<file path="src/inc/ptm_pkg.sv">
package ptm_pkg;
    // register offsets, byte addresses on the avalon bus
    localparam logic [3:0] ADDR_CONTROL   = 4'h0;
    localparam logic [3:0] ADDR_COUNT     = 4'h4;
    localparam logic [3:0] ADDR_PERIOD    = 4'h8;
    localparam logic [3:0] ADDR_IRQ       = 4'hc;
    // timer_control fields
    localparam int         PRE_LSB        = 0;
    localparam int         ON_BIT         = 2;
    localparam int         POST_LSB       = 3;
    localparam logic [7:0] CONTROL_MASK   = 8'h7f;
    // irq register fields
    localparam int         FLAG_BIT       = 0;
    localparam int         ENABLE_BIT     = 1;
    // reset values
    localparam logic [7:0] CONTROL_RESET  = 8'h00;
    localparam logic [7:0] COUNT_RESET    = 8'h00;
    localparam logic [7:0] PERIOD_RESET   = 8'hff;
    // instruction clock is the system clock divided by four
    localparam int         INSTR_DIV      = 4;
    localparam logic [1:0] INSTR_LAST     = 2'(INSTR_DIV - 1);
    // prescaler terminal counts
    localparam logic [5:0] PRE_LAST_1     = 6'h00;
    localparam logic [5:0] PRE_LAST_4     = 6'h03;
    localparam logic [5:0] PRE_LAST_16    = 6'h0f;
    localparam logic [5:0] PRE_LAST_64    = 6'h3f;
endpackage

</file>
<file path="src/inc/ptm_tick_if.sv">
`timescale 1ns/1ps
// carries the scaled tick from the divider to the timer core
interface ptm_tick_if;
    logic       tick;      // one-cycle prescaled tick
    logic       clear;     // clears the prescaler
    logic       run;       // timer_on
    logic       stall;     // processor sleeping
    logic [1:0] select;    // prescale_select
    modport divider (input clear, run, stall, select, output tick);
    modport core    (output clear, run, stall, select, input tick);
endinterface

</file>
<file path="src/ptm_prescaler.sv">
`timescale 1ns/1ps
// divides the system clock to the instruction clock, then by the prescale ratio
module ptm_prescaler
    import ptm_pkg::*;
(
    // clock and reset
    input  wire logic  clk_in,
    input  wire logic  rst_n_in,
    // link to core
    ptm_tick_if.divider tk
);
    logic [1:0] instr_cnt;   // fosc/4 phase
    logic [5:0] pre_cnt;     // prescale count
    logic       instr_tick;  // one instruction cycle

    // prescale terminal decode
    function automatic logic [5:0] pre_last(input logic [1:0] sel);
        case (sel)
            2'h0:    pre_last = PRE_LAST_1;
            2'h1:    pre_last = PRE_LAST_4;
            2'h2:    pre_last = PRE_LAST_16;
            default: pre_last = PRE_LAST_64;
        endcase
    endfunction

    // instruction clock enable, frozen while sleeping
    assign instr_tick = (instr_cnt == INSTR_LAST) && !tk.stall;

    // instruction phase counter
    always_ff @(posedge clk_in or negedge rst_n_in) begin
        if (!rst_n_in) begin
            instr_cnt <= 2'h0;
        end else if (!tk.stall) begin
            instr_cnt <= instr_cnt + 2'h1;
        end
    end

    // prescale counter, cleared by count and control writes and reset, held when off
    always_ff @(posedge clk_in or negedge rst_n_in) begin
        if (!rst_n_in) begin
            pre_cnt <= 6'h00;
        end else if (tk.clear) begin
            pre_cnt <= 6'h00;
        end else if (instr_tick && tk.run) begin
            if (pre_cnt >= pre_last(tk.select)) begin
                pre_cnt <= 6'h00;
            end else begin
                pre_cnt <= pre_cnt + 6'h01;
            end
        end
    end

    // tick at the end of each prescale period
    assign tk.tick = instr_tick && tk.run && !tk.clear && (pre_cnt >= pre_last(tk.select));
endmodule

</file>
<file path="src/ptm_timer.sv">
// Design decisions made here: register access over Avalon-MM and the register offsets.
`timescale 1ns/1ps
module ptm_timer
    import ptm_pkg::*;
(
    // clock and reset
    input  wire logic        clk_in,
    input  wire logic        rst_n_in,
    // avalon-mm slave
    input  wire logic [3:0]  avs_address_in,
    input  wire logic        avs_read_in,
    input  wire logic        avs_write_in,
    input  wire logic [31:0] avs_writedata_in,
    input  wire logic [3:0]  avs_byteenable_in,
    output logic [31:0]      avs_readdata_out,
    output logic             avs_waitrequest_out,
    output logic [1:0]       avs_response_out,
    // processor state
    input  wire logic        sleep_in,
    // peripheral outputs
    output logic             period_match_pulse_out,
    output logic             clc_match_out,
    output logic             nco_match_out,
    output logic             pwm_match_out,
    output logic             timer_irq_out
);
    ptm_tick_if tk ();                 // divider link

    logic [1:0]  rst_sync;             // reset release stages
    logic        rst_n;                // synchronised reset
    logic [7:0]  timer_control;        // control register
    logic [7:0]  timer_count;          // counter
    logic [7:0]  period_value;         // period
    logic [3:0]  post_cnt;             // postscale count
    logic        match_irq_flag;       // latched flag
    logic        match_irq_enable;     // interrupt enable
    logic        match_hold;           // match pulse register
    logic        clear_pending;        // clear count on next tick
    logic        acc_done;             // answer cycle
    logic        wr_en;                // write accepted
    logic        rd_en;                // read accepted
    logic        mapped;               // address decodes
    logic        wr_lane0;             // low byte enabled
    logic        wr_control;           // control write
    logic        wr_count;             // count write
    logic        wr_period;            // period write
    logic        wr_irq;               // irq register write
    logic        sleep_s1;             // sleep sync stage one
    logic        sleep_s2;             // sleep sync stage two
    logic        sleep_s3;             // sleep sync stage three
    logic        sleeping;             // filtered sleep
    logic        equal_now;            // count equals period
    logic        post_terminal;        // postscaler at terminal
    logic [31:0] next_readdata;        // read mux

    // reset release through two flip-flops
    always_ff @(posedge clk_in or negedge rst_n_in) begin
        if (!rst_n_in) begin
            rst_sync <= 2'h0;
        end else begin
            rst_sync <= {rst_sync[0], 1'b1};
        end
    end
    assign rst_n = rst_sync[1];

    // sleep level from the processor, three stages
    always_ff @(posedge clk_in or negedge rst_n) begin
        if (!rst_n) begin
            sleep_s1 <= 1'b0;
            sleep_s2 <= 1'b0;
            sleep_s3 <= 1'b0;
        end else begin
            sleep_s1 <= sleep_in;
            sleep_s2 <= sleep_s1;
            sleep_s3 <= sleep_s2;
        end
    end

    // sleep state changes once stages two and three agree
    always_ff @(posedge clk_in or negedge rst_n) begin
        if (!rst_n) begin
            sleeping <= 1'b0;
        end else if (sleep_s2 == sleep_s3) begin
            sleeping <= sleep_s3;
        end
    end

    // bus decode: one wait cycle, then the answer
    assign mapped              = (avs_address_in == ADDR_CONTROL) || (avs_address_in == ADDR_COUNT) ||
                                 (avs_address_in == ADDR_PERIOD) || (avs_address_in == ADDR_IRQ);
    assign avs_waitrequest_out = (avs_read_in || avs_write_in) && !acc_done;
    assign wr_en               = avs_write_in && acc_done;
    assign rd_en               = avs_read_in && acc_done;
    assign wr_lane0            = wr_en && avs_byteenable_in[0];
    assign wr_control          = wr_lane0 && (avs_address_in == ADDR_CONTROL);
    assign wr_count            = wr_lane0 && (avs_address_in == ADDR_COUNT);
    assign wr_period           = wr_lane0 && (avs_address_in == ADDR_PERIOD);
    assign wr_irq              = wr_lane0 && (avs_address_in == ADDR_IRQ);

    // answer cycle toggles so each request waits once
    always_ff @(posedge clk_in or negedge rst_n) begin
        if (!rst_n) begin
            acc_done <= 1'b0;
        end else if (acc_done) begin
            acc_done <= 1'b0;
        end else if (avs_read_in || avs_write_in) begin
            acc_done <= 1'b1;
        end
    end

    // read data mux
    always_comb begin
        next_readdata = 32'h0000_0000;
        case (avs_address_in)
            ADDR_CONTROL: next_readdata = {24'h000000, timer_control & CONTROL_MASK};
            ADDR_COUNT:   next_readdata = {24'h000000, timer_count};
            ADDR_PERIOD:  next_readdata = {24'h000000, period_value};
            ADDR_IRQ:     next_readdata = {30'h00000000, match_irq_enable, match_irq_flag};
            default:      next_readdata = 32'h0000_0000;
        endcase
    end

    // read data and response registered for the answer cycle
    always_ff @(posedge clk_in or negedge rst_n) begin
        if (!rst_n) begin
            avs_readdata_out <= 32'h0000_0000;
            avs_response_out <= 2'h0;
        end else if ((avs_read_in || avs_write_in) && !acc_done) begin
            avs_readdata_out <= avs_read_in ? next_readdata : 32'h0000_0000;
            avs_response_out <= mapped ? 2'h0 : 2'h3;
        end
    end

    // control register, bit seven never stored
    always_ff @(posedge clk_in or negedge rst_n) begin
        if (!rst_n) begin
            timer_control <= CONTROL_RESET;
        end else if (wr_control) begin
            timer_control <= avs_writedata_in[7:0] & CONTROL_MASK;
        end
    end

    // period register, all ones after reset
    always_ff @(posedge clk_in or negedge rst_n) begin
        if (!rst_n) begin
            period_value <= PERIOD_RESET;
        end else if (wr_period) begin
            period_value <= avs_writedata_in[7:0];
        end
    end

    // divider link
    assign tk.clear  = wr_count || wr_control;
    assign tk.run    = timer_control[ON_BIT];
    assign tk.stall  = sleeping;
    assign tk.select = timer_control[PRE_LSB +: 2];

    ptm_prescaler u_pre (
        .clk_in   (clk_in),
        .rst_n_in (rst_n),
        .tk       (tk)
    );

    // compare every cycle
    assign equal_now = (timer_count == period_value);

    // counter: writes win, a match clears on the next tick, ticks count up
    always_ff @(posedge clk_in or negedge rst_n) begin
        if (!rst_n) begin
            timer_count <= COUNT_RESET;
        end else if (wr_count) begin
            timer_count <= avs_writedata_in[7:0];
        end else if (tk.tick) begin
            if (clear_pending) begin
                timer_count <= COUNT_RESET;
            end else begin
                timer_count <= timer_count + 8'h01;
            end
        end
    end

    // match pulse registered from the tick that reaches the period
    always_ff @(posedge clk_in or negedge rst_n) begin
        if (!rst_n) begin
            match_hold    <= 1'b0;
            clear_pending <= 1'b0;
        end else if (wr_count) begin
            clear_pending <= (avs_writedata_in[7:0] == period_value);
            match_hold    <= (avs_writedata_in[7:0] == period_value) && timer_control[ON_BIT];
        end else if (wr_period) begin
            clear_pending <= (timer_count == avs_writedata_in[7:0]);
            match_hold    <= (timer_count == avs_writedata_in[7:0]) && timer_control[ON_BIT];
        end else if (tk.tick) begin
            clear_pending <= clear_pending ? (period_value == COUNT_RESET) : (timer_count + 8'h01 == period_value);
            match_hold    <= clear_pending ? (period_value == COUNT_RESET) : (timer_count + 8'h01 == period_value);
        end else if (!timer_control[ON_BIT]) begin
            match_hold    <= 1'b0;
        end
    end

    // match stands for a whole prescaled period, while the count equals period
    assign period_match_pulse_out = match_hold && equal_now && timer_control[ON_BIT];
    assign clc_match_out          = period_match_pulse_out;
    assign nco_match_out          = period_match_pulse_out;
    assign pwm_match_out          = period_match_pulse_out;

    // postscaler terminal decode
    assign post_terminal = (post_cnt == timer_control[POST_LSB +: 4]);

    // postscaler clocked by the tick that ends a match period
    always_ff @(posedge clk_in or negedge rst_n) begin
        if (!rst_n) begin
            post_cnt <= 4'h0;
        end else if (tk.clear) begin
            post_cnt <= 4'h0;
        end else if (tk.tick && clear_pending) begin
            post_cnt <= post_terminal ? 4'h0 : post_cnt + 4'h1;
        end
    end

    // irq flag: hardware set wins over software clear
    always_ff @(posedge clk_in or negedge rst_n) begin
        if (!rst_n) begin
            match_irq_flag   <= 1'b0;
            match_irq_enable <= 1'b0;
        end else begin
            if (tk.tick && clear_pending && post_terminal && !tk.clear) begin
                match_irq_flag <= 1'b1;
            end else if (wr_irq) begin
                match_irq_flag <= avs_writedata_in[FLAG_BIT];
            end
            if (wr_irq) begin
                match_irq_enable <= avs_writedata_in[ENABLE_BIT];
            end
        end
    end

    // interrupt request gated by enable
    assign timer_irq_out = match_irq_flag && match_irq_enable;
endmodule

</file>
<file path="config.mk">
export PLATFORM = sky130hd
export DESIGN_NAME = ptm_timer
export DESIGN_NICKNAME = d
export VERILOG_FILES = /design/src/inc/ptm_pkg.sv /design/src/inc/ptm_tick_if.sv /design/src/ptm_prescaler.sv /design/src/ptm_timer.sv
export SDC_FILE = /design/constraint.sdc
export NUM_CORES = 1
export LEC_CHECK = 0
export ABC_AREA = 1
export BUFFER_PORTS_ARGS = -buffer_cell sky130_fd_sc_hd__clkbuf_2
export CORE_MARGIN = 2
export CORE_UTILIZATION = 35
export DETAILED_ROUTE_END_ITERATION = 8
export GPL_ROUTABILITY_DRIVEN = 0
export GPL_TIMING_DRIVEN = 0
export PLACE_DENSITY = 0.53
export REMOVE_ABC_BUFFERS = 1
export SYNTH_ARGS = -nofsm -noshare
export SYNTH_HDL_FRONTEND = slang
export SYNTH_SLANG_ARGS = --single-unit
</file>
<file path="constraint.sdc">
create_clock -name clk_in -period 3 [get_ports clk_in]
set_input_delay 0.6 -clock clk_in [delete_from_list [all_inputs] [get_ports clk_in]]
set_output_delay 0.6 -clock clk_in [all_outputs]
set_load 0.01 [all_outputs]
</file>
* Word level (Yosys, flattened, before mapping)
Index checks and enable logic that the tools add are counted.
** Operators by class
- Add/subtract/negate cells :: 4
- Order comparisons :: 2
- Equal/unequal tests :: 13
- Mux-type cells :: 27
- Reductions and logical operators :: 35
** Operators with widths (count)
- 8-bit equality test :: 4
- 32-bit two-way mux :: 1
- 8-bit case mux with 4 select lines :: 1
- 6-bit two-way mux :: 5
- 8-bit two-way mux :: 3
- 1-bit logical AND :: 19
- 6-bit case mux with 3 select lines :: 1
- 6-bit greater-or-equal comparator :: 2
- 1-bit two-way mux :: 12
- 4-bit two-way mux :: 3
- 8-bit by 1-bit adder with 8-bit output, second input constant :: 1
- 4-bit equality test, second input constant :: 2
- 8-bit logical NOT :: 1
- 2-bit nonzero test :: 4
- 6-bit by 1-bit adder with 6-bit output, second input constant :: 1
- 1-bit logical OR :: 5
- 4-bit by 1-bit adder with 4-bit output, second input constant :: 1
- 2-bit equality test, second input constant :: 2
- 4-bit by 3-bit equality test with 1-bit output, second input constant :: 1
- 4-bit equality test :: 1
- 4-bit logical NOT :: 1
- 4-bit by 2-bit != test with 1-bit output, second input constant :: 1
- 1-bit logical NOT :: 3
- 3-bit nonzero test :: 1
- 5 further kinds :: 5
** Storage, ports and cells
- Register bits after elaboration :: 80
- Output and inout port bits :: 40

* Longest topological paths before layout
Gate-level depths: netlist of run 1.
- Depth in word-level cells :: 11
- Mapped depth :: 15

* Modules after synthesis
A second synthesis of run 1 with hierarchy kept.
** Second synthesis, totals
- Cells, all modules :: 465
- Area, all modules :: 3701.0 µm²
** By module, submodules not included
- ptm_timer :: times used 1, cells each 381, area an instance 3054.2 µm², seq. area each 1186.1 µm²
- ptm_prescaler :: times used 1, cells each 84, area an instance 646.9 µm², seq. area each 200.2 µm²

* Worst setup path after synthesis of run 1
OpenSTA, ideal clock, no wires.
- Kind :: register -> output
- Start :: register period_value[5]
- End :: output nco_match_out
- Arrival :: 1.545 ns
- Data required time :: 2.400 ns
- Slack :: 0.855 ns
- Cell stages (with the launch flop) :: 7
- Cell sequence :: dfstp_2 buf_2 xor2_1 a2111oi_0 nand3_1 nor2_1 buf_4
** Between the ends
- Cells in the longest elaborated chain, start to end :: 3
** RTL lines
- from (decl) :: RTL line ptm_timer.sv:33 : logic [7:0] period_value;
- from (signal assigned) :: RTL line ptm_timer.sv:148 : period_value <= avs_writedata_in[7:0];
- 8-bit equality test :: RTL line ptm_timer.sv:165 : assign equal_now = (timer_count == period_value);
- 1-bit logical AND (2 in series) :: RTL line ptm_timer.sv:202 : assign period_match_pulse_out = match_hold && equal_now && timer_control[ON_BIT];
- to (decl) :: RTL line ptm_timer.sv:23 : output logic nco_match_out,
Every way passes these cells.

* Final worst setup path of run 1
Same ends and word-level chain as after synthesis.

==> results of run 1 <==
## Yosys cell counts, types with 3 or more instances
library cell                 n
sky130_fd_sc_hd__nor2_1     25
sky130_fd_sc_hd__buf_2       4
sky130_fd_sc_hd__nand3b_1    3
sky130_fd_sc_hd__o211ai_1    3
sky130_fd_sc_hd__dfstp_2     8
sky130_fd_sc_hd__nor2_2      3
sky130_fd_sc_hd__xor2_1     13
sky130_fd_sc_hd__inv_2       5
sky130_fd_sc_hd__nand2_1   108
sky130_fd_sc_hd__buf_4      29
sky130_fd_sc_hd__inv_1      48
sky130_fd_sc_hd__o21ai_0    28
sky130_fd_sc_hd__a21oi_1    11
sky130_fd_sc_hd__ha_1        8
sky130_fd_sc_hd__o22ai_1    10
sky130_fd_sc_hd__nand2_4     4
sky130_fd_sc_hd__nand3_1    27
sky130_fd_sc_hd__a221oi_1    3
sky130_fd_sc_hd__dfrtp_1    47
sky130_fd_sc_hd__xnor2_1    16
sky130_fd_sc_hd__nand4_1     9
sky130_fd_sc_hd__o21ai_1     5
sky130_fd_sc_hd__o221ai_1    5
sky130_fd_sc_hd__nor3_1      4
sky130_fd_sc_hd__clkbuf_1    4
## stage by stage
step	std cells	hold WS [ns]	util
detailed placement	604	0.209	0.380
floorplan	437	0.304	-
global placement	603	0.332	0.378
global route	612	0.0382	0.392
finish	612	0.0621	0.392
CTS	612	0.0499	0.392
## registers in the layout, indices dropped and copies added (netlist names), 2 cells and up
name / count
timer_count: 8
avs_readdata_out: 8
rst_sync: 2
post_cnt: 4
period_value: 8
timer_control: 7
u_pre.instr_cnt: 2
u_pre.pre_cnt: 6
## cells by family after synthesis
group | Yosys count | synth area share
other cells | 2 | 0.00211
simple gates | 194 | 0.254
compound gates | 68 | 0.113
fa+ha+maj | 9 | 0.0310
mux | 2 | 0.00634
flops | 55 | 0.390
xor+xnor | 29 | 0.0715
buf+inv | 93 | 0.132
## cell usage in the layout (no fill, tap or decap), types with 2 or more instances in the layout
cell / n
sky130_fd_sc_hd__clkbuf_8: 5
sky130_fd_sc_hd__dfrtp_1: 46
sky130_fd_sc_hd__o221ai_1: 5
sky130_fd_sc_hd__dfstp_2: 8
sky130_fd_sc_hd__inv_2: 5
sky130_fd_sc_hd__nand2_4: 4
sky130_fd_sc_hd__inv_4: 2
sky130_fd_sc_hd__nor2_1: 25
sky130_fd_sc_hd__nor2_2: 3
sky130_fd_sc_hd__a21oi_1: 11
sky130_fd_sc_hd__o22ai_1: 10
sky130_fd_sc_hd__xor2_1: 13
sky130_fd_sc_hd__o211ai_1: 3
sky130_fd_sc_hd__clkbuf_2: 33
sky130_fd_sc_hd__nor3_1: 4
sky130_fd_sc_hd__xnor2_1: 16
sky130_fd_sc_hd__ha_1: 8
sky130_fd_sc_hd__o21ai_0: 28
sky130_fd_sc_hd__nand2_1: 108
sky130_fd_sc_hd__nor4_1: 2
sky130_fd_sc_hd__nand3b_1: 3
sky130_fd_sc_hd__nand2_2: 2
sky130_fd_sc_hd__a221oi_1: 3
sky130_fd_sc_hd__nand4_1: 9
sky130_fd_sc_hd__nand3_1: 27
sky130_fd_sc_hd__conb_1: 25
sky130_fd_sc_hd__nand3_2: 2
sky130_fd_sc_hd__inv_1: 48
sky130_fd_sc_hd__o21ai_1: 5
## worst max-delay path by stage
stage,endpoint,cells past startpoint,from
after CTS,nco_match_out,5,period_value[5]
after floorplan,clc_match_out,4,period_value[5]
after detailed placement,avs_waitrequest_out,4,avs_write_in
after global placement,avs_waitrequest_out,4,avs_read_in
after global routing,clc_match_out,5,period_value[5]
final,nco_match_out,5,period_value[5]
## power by group through the flow
stage | registers [mW] | clock network (mW) | logic (mW)
after floorplan | 0.998 | 0 | 0.400
after global placement | 1.04 | 0 | 0.515
after detailed placement | 1.03 | 0 | 0.537
after CTS | 1.02 | 0.529 | 0.539
after global routing | 1.04 | 0.568 | 0.616
final | 1.02 | 0.517 | 0.541
## cell type report
type	count	area share
Clock buffer	6	0.0189
Tap cell	133	0.0433
Multi-Input combinational cell	327	0.464
Inverter	55	0.0550
Sequential cell	55	0.361
Clock inverter	2	0.0101
Timing Repair Buffer	34	0.0482
## per-layer routing
metal	wire, um	track usage	up-vias
met2	3770	0.242	94
li1	-	-	1474
met4	129	0.0333	0
met3	415	0.0237	16
met1	4290	0.243	1366
met5	0	0	-
==> impl_metrics.ini, run 1 <==
[floorplanning]
boundaryPins = 85
initial_utilization = 0.362
x_dimension_of_the_die_um = 105
die_area_sq_um = 11000
floorplan.die.height_um = 105
placement_rows = 36
placeableCoreArea_sq_um = 9820

[sta]
clock.fmax_ghz = 0.379
timing_worst_slew_pin_value_ns = 1.06
post-route-worst-setup-slack_ns = 0.363
timing_max_transition_violations_final = 0
finalWorstPathRequiredPeriod_ns = 2.64
final-hold-violation-count = 0
rsz0062_at_grt = no
timing.final.crit_share = 0.879
worst_slew_margin_rel = 0.288
final.setup_skew_ns = 0.0228
final.setup.tns_ns = 0
report.final.setup_viol = 0

[critical_path]
path_max_fanout = 6
reg2reg_depth = 11
timing_worst_setup_path_type = register to output port
cp_num_buf_inv = 1
cp_cell_sequence = xor2_1, a2111oi_0, nand3_1, nor2_1, clkbuf_2
cpLargestDelayFamily = flip-flops
critical_path.startpoint_type = register
slowest_delay_ns = 0.64
worst_ep_arrival_time_ns = 2.04
timing.critical_path.to_type = output port
critPathRequiredTime_ns = 2.40
rr_startpoint = timer_control[1]
reg2reg_to = timer_count[4]
slowest_stage = sky130_fd_sc_hd__dfstp_2
worst-r2r-setup-slack_ns = 0.94

[drt]
drt-vias-per-instance = 4.82
ant_nets = 0
drt-wirelength-per-cell_um = 14.1
first_pass_iters = 5
route.detailed.drc = 0
route.final.wire_length_mm = 8.61
vias_after_detailed_routing = 2950
detailedRoute.firstIterationViolations = 179

[synth]
post_synthesis_register_bit_count = 55
synth.largest_area_cell = sky130_fd_sc_hd__dfrtp_1
synthesis_warning_total = 0
asyncSetResetFlopFracSynth = 1.00
netlist_top_cells_area = sky130_fd_sc_hd__dfrtp_1 33%, sky130_fd_sc_hd__nand2_1 11%, sky130_fd_sc_hd__buf_4 6.1%
post-synth-top-area-fraction = 0.331
synthCells = 452
dominantRegCellSynth = sky130_fd_sc_hd__dfrtp_1
synth.distinct_cells = 42
synth.cell_area_sq_um = 3550
synth_enable_flop_cells = 0
seq_area_frac_synth = 0.390
avgSynthCellArea_sq_um = 7.86

[placement]
port_buffers = 33
pre_cts_slack_ns = 0.444
dp_hpwl_mm = 6.70
placed_area_sq_um = 3730

[finish]
drive_above_1_share = 0.154
fin_nets = 531
post-route-cell-area_sq_um = 3840
seqCellArea_sq_um = 1390
layout-area-overhead-vs-synth_pct = 8.24
insertedDiodeCount = 0
num-fill-cells = 1042
area_of_combinational_cells_with_multiple_inputs_sq_um = 1780

[clock_network]
insertion_delay_ns = 0.32
worst_setup_hold_path_clk_slew_ns = 0.12
cts_tree = done
cts_hold_repair.buffers = 0
cts_htree_levels = 2
cts_resized = 0
cts_inserted_buffers = 5
number_of_sinks_handled_by_clock_tree_synthesis = 55
post_cts.repair.setup_buffers = 0
clockBufferDepth = 2
cts_root_buf = sky130_fd_sc_hd__clkbuf_8

[pwr]
seqPwrFrac = 0.491
comb_power_frac = 0.260
share_of_power_burned_in_the_clock_network = 0.249
power.switching_fraction = 0.354
total_leakage_power_nw = 1.94
vdd.ir_drop.worst_mv = 0.206
power.total_mw = 2.08
internal_power_consumption_mw = 1.34
p_sw_mw = 0.736
power_density_nw_per_um2 = 541

[global_routing]
vias_in_the_first_global_route = 2728
grt_max_degree = 38
grt_overflow_total = 0
antenna_found_initial = 0
wire_length_of_the_first_global_routing_pass_mm = 14.1
global_route.usage.total = 0.160

[outcome]
status = finished, final reports clean

[flow_run]
max_cap_violations = 0

[min_path]
hold_class = primary input to asynchronous set/reset pin
(Power assumes the default switching activity.)
==> run 2: changes to the inputs <==
CELL_PAD_IN_SITES_DETAIL_PLACEMENT = 1   (was unset)
CELL_PAD_IN_SITES_GLOBAL_PLACEMENT = 2   (was unset)
CORE_UTILIZATION = 33   (was 35)
PLACE_DENSITY = 0.82   (was 0.53)
==> run 2 against run 1 <==
  * First-iteration DRC count down 56%
  * Count of clock-buffer cells in the layout is the same
  * Non-clock buffer count is the same
==> impl_metrics.ini, run 2 (synthesis gave the netlist of run 1 again) <==
[finish]
drive_above_1_share = 0.154
largestRegisters = avs_readdata_out: 8 flops, period_value: 8 flops, timer_count: 8 flops
layout_commonest_cell = sky130_fd_sc_hd__nand2_1
layout-area-overhead-vs-synth_pct = 8.95
insertedDiodeCount = 0
num-fill-cells = 1327
fin_nets = 531
area_of_combinational_cells_with_multiple_inputs_sq_um = 1780
layout.cells.most_common_list = 108 x sky130_fd_sc_hd__nand2_1, 48 x sky130_fd_sc_hd__inv_1, 46 x sky130_fd_sc_hd__dfrtp_1
seqCellArea_sq_um = 1390

[clock_network]
number_of_sinks_handled_by_clock_tree_synthesis = 55
clockBufferDepth = 2
insertion_delay_ns = 0.31
cts_hold_repair.buffers = 0
cts_htree_levels = 2
cts_inserted_buffers = 5
cts_resized = 0
cts_root_buf = sky130_fd_sc_hd__clkbuf_8
cts_tree = done
post_cts.repair.setup_buffers = 0
worst_setup_hold_path_clk_slew_ns = 0.10

[floorplanning]
die_area_sq_um = 11600
x_dimension_of_the_die_um = 108
placeableCoreArea_sq_um = 10400
placement_rows = 37
boundaryPins = 85
floorplan.die.height_um = 108
initial_utilization = 0.343

[sta]
timing_worst_slew_pin_value_ns = 1.12
finalWorstPathRequiredPeriod_ns = 2.63
timing.final.crit_share = 0.876
final-hold-violation-count = 0
timing_max_transition_violations_final = 0
worst_slew_margin_rel = 0.248
final.setup_skew_ns = 0.0148
hold_slack_ns = 0.0492
rsz0062_at_grt = no
final.setup.tns_ns = 0
report.final.setup_viol = 0
clock.fmax_ghz = 0.381

[drt]
first_pass_iters = 4
vias_after_detailed_routing = 3034
detailedRoute.firstIterationViolations = 79
route.detailed.drc = 0
ant_nets = 0
route.final.wire_length_mm = 9.90
drt-wirelength-per-cell_um = 16.1
drt-vias-per-instance = 4.93

[min_path]
hold_class = primary input to asynchronous set/reset pin

[global_routing]
gr-usage-met2 = 0.287
grt_max_degree = 40
groute.layer.met3.usage = 0.0206
wire_length_of_the_first_global_routing_pass_mm = 16.2
grtUsageMet1 = 0.265
global_route.peak_usage_layer = met2
global_route.usage.total = 0.180
vias_in_the_first_global_route = 3079
grt_overflow_total = 0
antenna_found_initial = 0

[pwr]
total_leakage_power_nw = 1.95
power_density_nw_per_um2 = 561
vdd.ir_drop.worst_mv = 0.234

[critical_path]
critical_path.startpoint_type = register
slowest_stage = sky130_fd_sc_hd__dfstp_2
worst_ep_arrival_time_ns = 2.03
cp_cell_sequence = xor2_1, a2111oi_0, nand3_1, nor2_1, clkbuf_2
path_max_fanout = 6
timing.critical_path.to_type = output port
slowest_delay_ns = 0.65
timing_worst_setup_path_type = register to output port
critPathRequiredTime_ns = 2.40

[flow_run]
max_cap_violations = 0

[outcome]
status = finished, final reports clean

[placement]
port_buffers = 33
dp_hpwl_mm = 7.76
-- run 2: changes by cell type in the layout (fill, tap and decap cells not counted), sizes merged --
| cell | before | now |
|---|---|---|
| bufinv | 1 | 2 |
| inv | 56 | 55 |
-- run 2: final timing paths --
| check | start | end | slack (ns) | cells past startpoint |
|---|---|---|---|---|
| max in group asynchronous | rst_sync[1] | period_value[0] | 2.18 | 1 |
| worst max register to register | timer_control[1] | timer_count[0] | 1.00 | 11 |
| min in group clk_in | sleep_s1 | sleep_s2 | 0.36 | 0 |
| worst min register to register | rst_sync[1] | sleep_s3 | 0.20 | 0 |
| worst min-delay path | rst_n_in | rst_sync[1] | 0.05 | 1 |
| worst max-delay path | period_value[5] | nco_match_out | 0.37 | 5 |
-- run 2: through the flow --
stage	instance area (sq um)	std cells	power [mW]	setup WS, ns	utilization
finish	3870	615	2.17	0.373	0.373
global route	3870	615	2.32	0.220	0.373
CTS	3870	615	2.19	0.365	0.373
detailed placement	3740	607	1.59	0.462	0.360
global placement	3720	606	1.57	0.502	0.358
floorplan	3380	437	1.40	0.842	-
-- run 2: worst max-delay path: cells and delay by family, from the launching register on --
family,cells,cell delay (ns)
flops,1,0.65
buf+inv,1,0.18
xor+xnor,1,0.12
compound gates,1,0.33
simple gates,2,0.43
-- run 2: area by class of cell --
cell class | instances | area share
multi-input cells | 327 | 0.461
flip-flops and latches | 55 | 0.359
clock inverters | 2 | 0.0155
clock buffers | 6 | 0.0188
inverters | 55 | 0.0546
repair buffers | 34 | 0.0479
well taps | 136 | 0.0440
-- run 2: metal layers --
metal / vias to the layer above / share of wire / routed length [um]
li1: 1472 / - / -
met1: 1502 / 0.50 / 4920
met2: 52 / 0.47 / 4650
met3: 8 / 0.026 / 259
met4: 0 / 0.0079 / 78
met5: - / 0 / 0
-- run 2: power by group --
| group | leakage (nW) | internal [mW] | switching [mW] | total, mW |
|---|---|---|---|---|
| Sequential | 0.664 | 0.870 | 0.157 | 1.03 |
| Clock | 0.0654 | 0.334 | 0.258 | 0.592 |
| Combinational | 1.22 | 0.218 | 0.334 | 0.553 |
| Total | 1.95 | 1.42 | 0.750 | 2.17 |
